### src/hw/pwrseq_defines.svh
`ifndef PWRSEQ_DEFINES_SVH
`define PWRSEQ_DEFINES_SVH

// clock period in picoseconds (200 MHz)
`define CLK_PERIOD_PS          5000
// timing figures in their own units
`define POWER_UP_INIT_TIME_US  150
`define RESET_PULSE_WIDTH_NS   200
`define RESET_HIGH_TO_SELECT_NS 200
`define RESET_LOW_TO_SELECT_NS 400
// derived cycle counts: least times round up, longest rounds down
`define POWER_UP_INIT_CYC  ((`POWER_UP_INIT_TIME_US*1000000)/`CLK_PERIOD_PS)
`define RESET_PULSE_CYC \
    ((`RESET_PULSE_WIDTH_NS*1000+`CLK_PERIOD_PS-1)/`CLK_PERIOD_PS)
`define RESET_HIGH_SEL_CYC \
    ((`RESET_HIGH_TO_SELECT_NS*1000+`CLK_PERIOD_PS-1)/`CLK_PERIOD_PS)
`define RESET_LOW_SEL_CYC \
    ((`RESET_LOW_TO_SELECT_NS*1000+`CLK_PERIOD_PS-1)/`CLK_PERIOD_PS)
// counter widths
`define INIT_CNT_W   16
`define HOST_CNT_W   8
`define ROW_W        13
// configuration register default value
`define CFG_DEFAULT  16'h8F1F

`endif

### src/hw/pwrseq_pkg.sv
package pwrseq_pkg;
    // device-side sequencing states
    typedef enum logic [2:0] {
        DEV_RESET_HELD,
        DEV_INIT,
        DEV_READY,
        DEV_DEEP_PD
    } dev_state_t;
    // host-side sequencing states
    typedef enum logic [2:0] {
        HST_PWRUP,
        HST_RST_LOW,
        HST_RST_HIGH_WAIT,
        HST_READY
    } host_state_t;
endpackage

### src/hw/pwrseq_if.sv
`timescale 1ns/1ps
// link between host controller and memory device sequencer
interface pwrseq_if;
    logic reset_n;   // hardware reset, active low, host drives
    logic select_n;  // chip select, active low, host drives
    modport host   (output reset_n, output select_n);
    modport device (input reset_n, input select_n);
endinterface

### src/hw/dram_powerup_reset_sequencer.sv
`timescale 1ns/1ps
`include "pwrseq_defines.svh"
// Summary of operation
// - finish self-init within 150 us, then ready
// - host keeps select high during power-up init; a hardware reset request cuts it to 400 ns from reset fall
// - init count waits while reset input low
// - refresh whole array during init time
// - host issues no transactions before init elapses; after a hardware reset the host allows them without waiting for init
// - reset low returns device to standby
// - reset restores configuration register defaults
// - reset stops refresh, clears row counter
// - reset forces exit from deep power down
// - host holds reset low at least 200 ns
// - host waits 200 ns after reset high
// - 400 ns from reset fall to select
// - host treats array as lost after reset
module dram_powerup_reset_sequencer
    import pwrseq_pkg::*;
#(
    parameter int INIT_CYCLES = `POWER_UP_INIT_CYC
)(
    input  wire logic            i_clk,
    input  wire logic            i_rst,
    pwrseq_if.device             link,
    input  wire logic            i_dpd_enter,
    input  wire logic            i_cfg_we,
    input  wire logic [15:0]     i_cfg_wdata,
    output logic                 o_ready,
    output logic                 o_refresh_active,
    output logic [`ROW_W-1:0]    o_refresh_row,
    output logic [15:0]          o_cfg,
    output logic                 o_deep_pd
);
    // i_rst models supply coming up; link.reset_n is the hardware reset

    dev_state_t              state_r;    // sequencing state
    dev_state_t              state_nxt;
    logic [`INIT_CNT_W-1:0]  init_cnt_r; // cycles spent in init
    logic [`INIT_CNT_W-1:0]  init_cnt_nxt;
    logic [`ROW_W-1:0]       row_r;      // self-refresh row counter
    logic [`ROW_W-1:0]       row_nxt;
    logic [15:0]             cfg_r;      // configuration register
    logic [15:0]             cfg_nxt;
    logic                    init_done;

    // init window ends at the parameterised count
    assign init_done = (init_cnt_r == `INIT_CNT_W'(INIT_CYCLES - 1));

    // next state and counters
    always_comb
    begin
        state_nxt    = state_r;
        init_cnt_nxt = init_cnt_r;
        row_nxt      = row_r;
        cfg_nxt      = cfg_r;
        if (!link.reset_n)
        begin
            // reset low: standby, defaults, refresh halted, leave pd
            state_nxt    = DEV_RESET_HELD;
            cfg_nxt      = `CFG_DEFAULT;
            row_nxt      = '0;
            init_cnt_nxt = '0;
        end
        else
        begin
            case (state_r)
                DEV_RESET_HELD:
                begin
                    // reset released: start init timing now
                    state_nxt    = DEV_INIT;
                    init_cnt_nxt = '0;
                end
                DEV_INIT:
                begin
                    // array refresh runs throughout the init window
                    row_nxt      = row_r + `ROW_W'(1);
                    init_cnt_nxt = init_cnt_r + `INIT_CNT_W'(1);
                    if (init_done)
                        state_nxt = DEV_READY;
                end
                DEV_READY:
                begin
                    // self-refresh resumes; one row per cycle is a
                    // simple stand-in for the real refresh cadence
                    row_nxt = row_r + `ROW_W'(1);
                    if (i_cfg_we && link.select_n)
                        cfg_nxt = i_cfg_wdata;
                    if (i_dpd_enter && link.select_n)
                        state_nxt = DEV_DEEP_PD;
                end
                DEV_DEEP_PD:
                begin
                    // only a hardware reset leaves this state
                    state_nxt = DEV_DEEP_PD;
                end
                default:
                    state_nxt = DEV_RESET_HELD;
            endcase
        end
    end

    // registers: supply reset puts device in reset-held, one edge before init
    always_ff @(posedge i_clk or posedge i_rst)
    begin
        if (i_rst)
        begin
            state_r    <= DEV_RESET_HELD;
            init_cnt_r <= '0;
            row_r      <= '0;
            cfg_r      <= `CFG_DEFAULT;
        end
        else
        begin
            state_r    <= state_nxt;
            init_cnt_r <= init_cnt_nxt;
            row_r      <= row_nxt;
            cfg_r      <= cfg_nxt;
        end
    end

    // status outputs: ready, refresh and deep pd decoded from registered state; row and cfg pass straight through
    assign o_ready          = (state_r == DEV_READY);
    assign o_refresh_active = (state_r == DEV_INIT) ||
                              (state_r == DEV_READY);
    assign o_refresh_row    = row_r;
    assign o_cfg            = cfg_r;
    assign o_deep_pd        = (state_r == DEV_DEEP_PD);
endmodule // dram_powerup_reset_sequencer

### src/flat_wrapper.sv
// flat-port wrapper written by rule: the top's interface ports become plain ports
module dram_powerup_reset_sequencer_flat import pwrseq_pkg::*;
#(
    parameter int INIT_CYCLES = `POWER_UP_INIT_CYC
)
  (i_clk, i_rst, i_dpd_enter, i_cfg_we, i_cfg_wdata, o_ready, o_refresh_active, o_refresh_row, o_cfg, o_deep_pd, link_reset_n, link_select_n);
  pwrseq_if link_i ();
  input  wire logic i_clk;
  input  wire logic i_rst;
  input  wire logic i_dpd_enter;
  input  wire logic i_cfg_we;
  input  wire logic [15:0] i_cfg_wdata;
  output logic o_ready;
  output logic o_refresh_active;
  output logic [`ROW_W-1:0] o_refresh_row;
  output logic [15:0] o_cfg;
  output logic o_deep_pd;
  input wire logic [$bits(link_i.reset_n)-1:0] link_reset_n;
  input wire logic [$bits(link_i.select_n)-1:0] link_select_n;
  assign link_i.reset_n = link_reset_n;
  assign link_i.select_n = link_select_n;
  dram_powerup_reset_sequencer #(.INIT_CYCLES(INIT_CYCLES)) u_core (.i_clk(i_clk), .i_rst(i_rst), .link(link_i), .i_dpd_enter(i_dpd_enter), .i_cfg_we(i_cfg_we), .i_cfg_wdata(i_cfg_wdata), .o_ready(o_ready), .o_refresh_active(o_refresh_active), .o_refresh_row(o_refresh_row), .o_cfg(o_cfg), .o_deep_pd(o_deep_pd));
endmodule
### config.mk
export PLATFORM = sky130hd
export DESIGN_NAME = dram_powerup_reset_sequencer_flat
export DESIGN_NICKNAME = d
export VERILOG_FILES = /design/src/hw/pwrseq_pkg.sv /design/src/hw/pwrseq_if.sv /design/src/hw/dram_powerup_reset_sequencer.sv /design/src/flat_wrapper.sv
export VERILOG_INCLUDE_DIRS = /design/src /design/src/hw
export SDC_FILE = /design/constraint.sdc
export NUM_CORES = 1
export LEC_CHECK = 0
export BUFFER_PORTS_ARGS = -buffer_cell sky130_fd_sc_hd__buf_4
export CORE_MARGIN = 2
export CORE_UTILIZATION = 40
export DETAILED_ROUTE_END_ITERATION = 8
export PLACE_DENSITY = 0.66
export SLEW_MARGIN = 15
export SYNTH_ARGS = -nofsm -noshare
export SYNTH_HDL_FRONTEND = slang
export SYNTH_SLANG_ARGS = --single-unit
export TNS_END_PERCENT = 30
### constraint.sdc
create_clock -name i_clk -period 5.1 [get_ports i_clk]
set_input_delay 0.51 -clock i_clk [delete_from_list [all_inputs] [get_ports i_clk]]
set_output_delay 0.51 -clock i_clk [all_outputs]
set_load 0.1 [all_outputs]
After elaboration in Yosys (flattened, before gate mapping)
Cells that the tools add are included.
{"block": "word_totals", "rom_bits": 0, "regBits": 48, "in_bits": 22, "elab_cells": 34, "memories": 0, "latchBits": 0, "ram_bits": 0, "output_inout_bits": 32}
{"block": "classes", "bitwise_logic": 0, "eq_ne": 10, "mux": 11, "shifts": 0, "n_mul": 0, "n_reduce_logical": 7, "add_sub_neg": 2, "div_mod_pow": 0, "n_lt_le_gt_ge": 0}
{"operator": "16-bit two-way mux", "n": 4}
{"operator": "16-bit one-hot mux with 2 select lines", "n": 1}
{"operator": "13-bit two-way mux", "n": 2}
{"operator": "16-bit by 1-bit adder with 16-bit output (second input constant)", "n": 1}
{"operator": "16-bit by 15-bit equality test with 1-bit output (second input constant)", "n": 1}
{"operator": "13-bit by 1-bit adder with 13-bit output (second input constant)", "n": 1}
{"operator": "3-bit one-hot mux with 4 select lines", "n": 1}
{"operator": "3-bit two-way mux", "n": 3}
{"operator": "3-bit by 2-bit equality test with 1-bit output (second input constant)", "n": 2}
{"operator": "3-bit by 2-bit != test with 1-bit output (second input constant)", "n": 2}
{"operator": "2-bit != test (second input constant)", "n": 2}
{"operator": "2-bit AND reduction", "n": 2}
{"operator": "3-bit by 1-bit equality test with 1-bit output (second input constant)", "n": 1}
{"operator": "3-bit zero test", "n": 1}
{"operator": "3-bit by 1-bit != test with 1-bit output (second input constant)", "n": 1}
{"operator": "1-bit logical AND", "n": 2}
{"operator": "2-bit by 1-bit != test with 1-bit output (second input constant)", "n": 1}
{"operator": "2-bit OR reduction", "n": 1}
{"operator": "1-bit logical OR", "n": 1}

Longest topological paths before layout
{"block": "depth", "depth_word": 4, "mapped_depth": 7, "ltp_nobuf": 6}

Least setup slack after synthesis
Ideal clock, no wire load.
{"block": "synth_path", "path_type": "register to register", "from": "register u_core.state_r[0]", "to": "register u_core.row_r[12], in the netlist u_core.o_refresh_row[12]", "synth_period_minus_slack_ns": 2.401, "path_slack_ns": 2.699, "setup_ns": 0.079, "path_buffers": 0, "arrival_ns": 2.322, "stages_incl_launch_ff": 6, "required_ns": 5.021, "path_cell_list": "dfrtp_1 -> inv_1 -> ha_1 -> nand4_1 -> nor4_1 -> mux2i_1"}
{"block": "synth_via", "elab_chain_len": 3, "elab_cells_between_ends": 4, "cone_classes": "eq/ne: 3; reduce/logical: 1"}
{"item": "start: declaration", "line_no": "dram_powerup_reset_sequencer.sv:36", "text": "dev_state_t state_r;"}
{"item": "start signal: assignment", "line_no": "dram_powerup_reset_sequencer.sv:114", "text": "state_r <= state_nxt;"}
{"item": "3-bit by 2-bit equality test with 1-bit output / 3-bit by 1-bit equality test with 1-bit output (equally long branches)", "line_no": "dram_powerup_reset_sequencer.sv:66", "text": "case (state_r)"}
{"item": "2-bit OR reduction (no line) (*)"}
{"item": "2-bit != test (no line) (*)"}
{"item": "end signal: assignment", "line_no": "dram_powerup_reset_sequencer.sv:116", "text": "row_r <= row_nxt;"}
{"item": "end: declaration", "line_no": "dram_powerup_reset_sequencer.sv:40", "text": "logic [`ROW_W-1:0] row_r;"}
Mark *: on every way between the ends. The rest lies on a longest branch, timed or not.
A chain may end at the register's enable or synchronous reset.

Worst setup path in the final report
{"block": "layout_path", "from": "register u_core.state_r[0]", "to": "output port o_refresh_active"}
{"block": "layout_via", "elab_chain_len": 2, "elab_cells_between_ends": 3, "cone_classes": "eq/ne: 2; reduce/logical: 1"}
{"item": "3-bit by 1-bit equality test with 1-bit output / 3-bit by 2-bit equality test with 1-bit output (equally long branches)", "line_no": "dram_powerup_reset_sequencer.sv:123, dram_powerup_reset_sequencer.sv:124"}
{"item": "1-bit logical OR (*)", "line_no": "dram_powerup_reset_sequencer.sv:123", "text": "assign o_refresh_active = (state_r == DEV_INIT) ||"}
{"item": "end: declaration", "line_no": "flat_wrapper.sv:14", "text": "output logic o_refresh_active;"}
Marked as above.

==> summary.json <==
{
  "status": {
    "outcome": "finished, final reports clean"
  },
  "timing": {
    "relSlewSlack_pct": 35.3,
    "setup-tns-final_ns": 0,
    "setup_viol_count_final": 0,
    "fmax_mhz": 486,
    "report.final.slew_viol_count": 0,
    "rsz0062_at_grt": "false",
    "worst_pin_slew_ns": 0.969,
    "timing.clock.skew_ns": 0.00942,
    "final_critical_delay_including_setup_and_external_delays_ns": 2.06,
    "post_route_clock_period_utilization_pct": 40.4,
    "final_hold_viol_count": 0
  },
  "floorplan": {
    "floorplan.die.height_um": 81.2,
    "initial_core_util_pct": 40.7,
    "floorplan.die_area_um2": 6590,
    "die_w_um": 81.2,
    "boundaryPins": 54,
    "rows": 28,
    "floorplan.core_area_um2": 5850
  },
  "worst_setup_path": {
    "worst-endpoint-required_ns": 4.59,
    "setup.worst_path.start_class": "register",
    "critical_path.max_fanout": 6,
    "worstReg2RegEnd": "u_core.o_refresh_row[12]$_DFFE_PP0P_",
    "worst_ep_arrival_time_ns": 1.55,
    "timing.rr.start": "u_core.state_r[0]$_DFFE_PP0P_",
    "cp-end-kind": "output pin",
    "reg2reg_depth": 5,
    "critPathKind": "register to output pin",
    "reg2reg_slack_ns": 3.21
  },
  "synthesis": {
    "synthesis.area_per_instance_um2": 9.50,
    "postSynth.topFlopCell": "sky130_fd_sc_hd__dfrtp_1",
    "synth_top_area_share_pct": 38.8,
    "mappedNetlistArea_um2": 2380,
    "synthesis.instances": 251,
    "yosys_warnings": 0,
    "syn-num-nets": 280,
    "synth-seq-cells": 47,
    "synthArstFlopShare_pct": 100,
    "synth_largest_area_cell": "sky130_fd_sc_hd__dfrtp_1",
    "synth.distinct_cells": 46,
    "ys_seq_area_share_pct": 49.9,
    "ys_top_cells_by_area": "sky130_fd_sc_hd__dfrtp_1, sky130_fd_sc_hd__dfstp_2, sky130_fd_sc_hd__nand2_1",
    "synth_edf_count": 0
  },
  "drt": {
    "detail_route.wl_per_cell_um": 13.4,
    "dr_total_vias": 1973,
    "routed_via_density": 5.26,
    "count_of_tritonroute_iterations_in_the_first_routing_pass": 4,
    "drt_wl_total_mm": 5.04,
    "drcViolationCount": 0,
    "drtIter0Drc": 97,
    "drt.antenna.violating_nets": 0
  },
  "final_layout": {
    "final_nets": 328,
    "num_antenna_cells": 0,
    "layout-drive-gt1-share_pct": 25.0,
    "mostFrequentLayoutCells": "sky130_fd_sc_hd__nand2_1, sky130_fd_sc_hd__buf_4, sky130_fd_sc_hd__dfrtp_1, sky130_fd_sc_hd__nand3_1, sky130_fd_sc_hd__o21ai_0",
    "finish.instance_area_um2": 2930,
    "syn_to_final_growth_pct": 23.0,
    "layout_commonest_cell": "sky130_fd_sc_hd__nand2_1"
  },
  "placed_design": {
    "numPortBuffers": 53,
    "hpwl_mm": 3.46,
    "detailed_place.area_um2": 2820,
    "finalWeightedCongestion": 0.788
  },
  "cts": {
    "cts_root_buf": "sky130_fd_sc_hd__clkbuf_8",
    "cts_max_path_buffers": 2,
    "cts_repair_resize_count": 0,
    "clock_sink_count": 47,
    "htree_levels": 2,
    "cts-hold-fix-buffers": 0,
    "clock_insertion_delay_worst_skew_ns": 0.30,
    "cts_tree": "yes",
    "cts_setup_buffers": 0,
    "cts.clk_slew.worst_paths_ns": 0.09,
    "cts_inserted_buffers": 5
  },
  "pwr": {
    "ir_drop_uv": 265,
    "pwr_density_cell_nw_per_um2": 409,
    "total_leakage_power_nw": 1.39
  },
  "grt": {
    "grt_max_degree": 48,
    "grt.busiest_layer": "met2",
    "overall_global_routing_usage_pct": 15.9,
    "grt_use_met1_pct": 21.1,
    "wire_length_of_the_first_global_routing_pass_mm": 8.29,
    "grt.met3_usage_pct": 3.56,
    "grt_remaining_overflow": 0,
    "antenna_found_initial": 0,
    "first_global_vias": 1806,
    "gr-usage-met2_pct": 26.5
  },
  "hold_path": {
    "hp-class": "input pin to async pin"
  },
  "run": {
    "cap_violations": 0
  }
}
metrics by stage:
stage / worst slack (ns) / instances / hold WS (ns) / power, mW / util (%)
2_1_floorplan: 2.70 / 251 / 0.473 / 0.834 / -
3_3_place_gp: 3.22 / 367 / 0.474 / 0.927 / 48.2
3_5_place_dp: 3.20 / 367 / 0.481 / 0.930 / 48.2
4_1_cts: 3.04 / 375 / 0.423 / 1.21 / 50.1
5_1_grt: 2.95 / 375 / 0.432 / 1.26 / 50.1
6_report: 3.04 / 375 / 0.430 / 1.20 / 50.1
area by class of cell:
class / count / area [um2]
Fill cell: 548 / 2920
Sequential cell: 47 / 1190
Multi-Input combinational cell: 188 / 1120
Timing Repair Buffer: 53 / 398
Tap cell: 75 / 93.8
Clock buffer: 5 / 68.8
Clock inverter: 3 / 43.8
Inverter: 4 / 15.0
layer usage:
layer / vias to the layer above / wire, um
met4: 0 / 45
met5: - / 0
li1: 980 / -
met2: 51 / 2320
met1: 937 / 2390
met3: 5 / 292
Yosys cell counts (2+ instances only):
master                      n
sky130_fd_sc_hd__nand4_1    8
sky130_fd_sc_hd__nor4_1     3
sky130_fd_sc_hd__dfrtp_1   37
sky130_fd_sc_hd__xor2_1     3
sky130_fd_sc_hd__a31oi_1    7
sky130_fd_sc_hd__a21o_1     2
sky130_fd_sc_hd__a21oi_1    4
sky130_fd_sc_hd__and2_1    10
sky130_fd_sc_hd__and3_1     9
sky130_fd_sc_hd__nand2_1   55
sky130_fd_sc_hd__a21boi_0   6
sky130_fd_sc_hd__nor3_1     3
sky130_fd_sc_hd__or3_1      2
sky130_fd_sc_hd__clkbuf_1   9
sky130_fd_sc_hd__inv_1      4
sky130_fd_sc_hd__a21boi_1   2
sky130_fd_sc_hd__nand3_1   16
sky130_fd_sc_hd__ha_1       7
sky130_fd_sc_hd__xnor2_1    6
sky130_fd_sc_hd__o211ai_1   3
sky130_fd_sc_hd__o21ai_0   12
sky130_fd_sc_hd__buf_2      2
sky130_fd_sc_hd__nand2b_1   3
sky130_fd_sc_hd__mux2i_1    4
sky130_fd_sc_hd__o21ai_1    2
sky130_fd_sc_hd__dfstp_2   10
sky130_fd_sc_hd__nor2_1     3
worst max path at each step:
stage | start | endpoint | slack, ns | cells past startpoint
after floorplan | u_core.state_r[0]$_DFFE_PP0P_ | u_core.o_refresh_row[12]$_DFFE_PP0P_ | 2.70 | 5
after global placement | link_reset_n | u_core.init_cnt_r[13]$_DFFE_PP0P_ | 3.22 | 4
after detailed placement | link_reset_n | u_core.init_cnt_r[13]$_DFFE_PP0P_ | 3.20 | 4
after CTS | u_core.state_r[0]$_DFFE_PP0P_ | o_refresh_active | 3.04 | 3
after global routing | u_core.state_r[1]$_DFFE_PP0P_ | o_refresh_active | 2.95 | 3
final | u_core.state_r[0]$_DFFE_PP0P_ | o_refresh_active | 3.04 | 3
cell families (layout without fill, tap and decap cells):
group | after synthesis | after routing | synth area share (%)
multiplexers | 4 | 4 | 1.68
flip-flops | 47 | 47 | 49.9
AO/OA/AOI/OAI | 44 | 44 | 11.9
buffers and inverters | 16 | 65 | 2.94
adder cells (fa/ha/maj) | 7 | 7 | 3.67
XOR/XNOR | 9 | 9 | 3.31
AND/OR/NAND/NOR | 124 | 124 | 26.6
worst max-delay path: stages, from the launching register on:
cell                      delay, ns
sky130_fd_sc_hd__dfrtp_1       0.42
sky130_fd_sc_hd__inv_1         0.10
sky130_fd_sc_hd__ha_1          0.41
sky130_fd_sc_hd__buf_4         0.33
state kept, by name, indices dropped and copies added, names as in the netlist:
register	flops
u_core.init_cnt_r	16
u_core.o_cfg	16
u_core.o_refresh_row	13
u_core.state_r	2
power by group:
part / internal (mW) / switching, mW
registers: 0.410 / 0.0280
logic: 0.117 / 0.369
clock network: 0.146 / 0.129
total: 0.673 / 0.526
No activity file was read; power rests on OpenSTA's default activity.
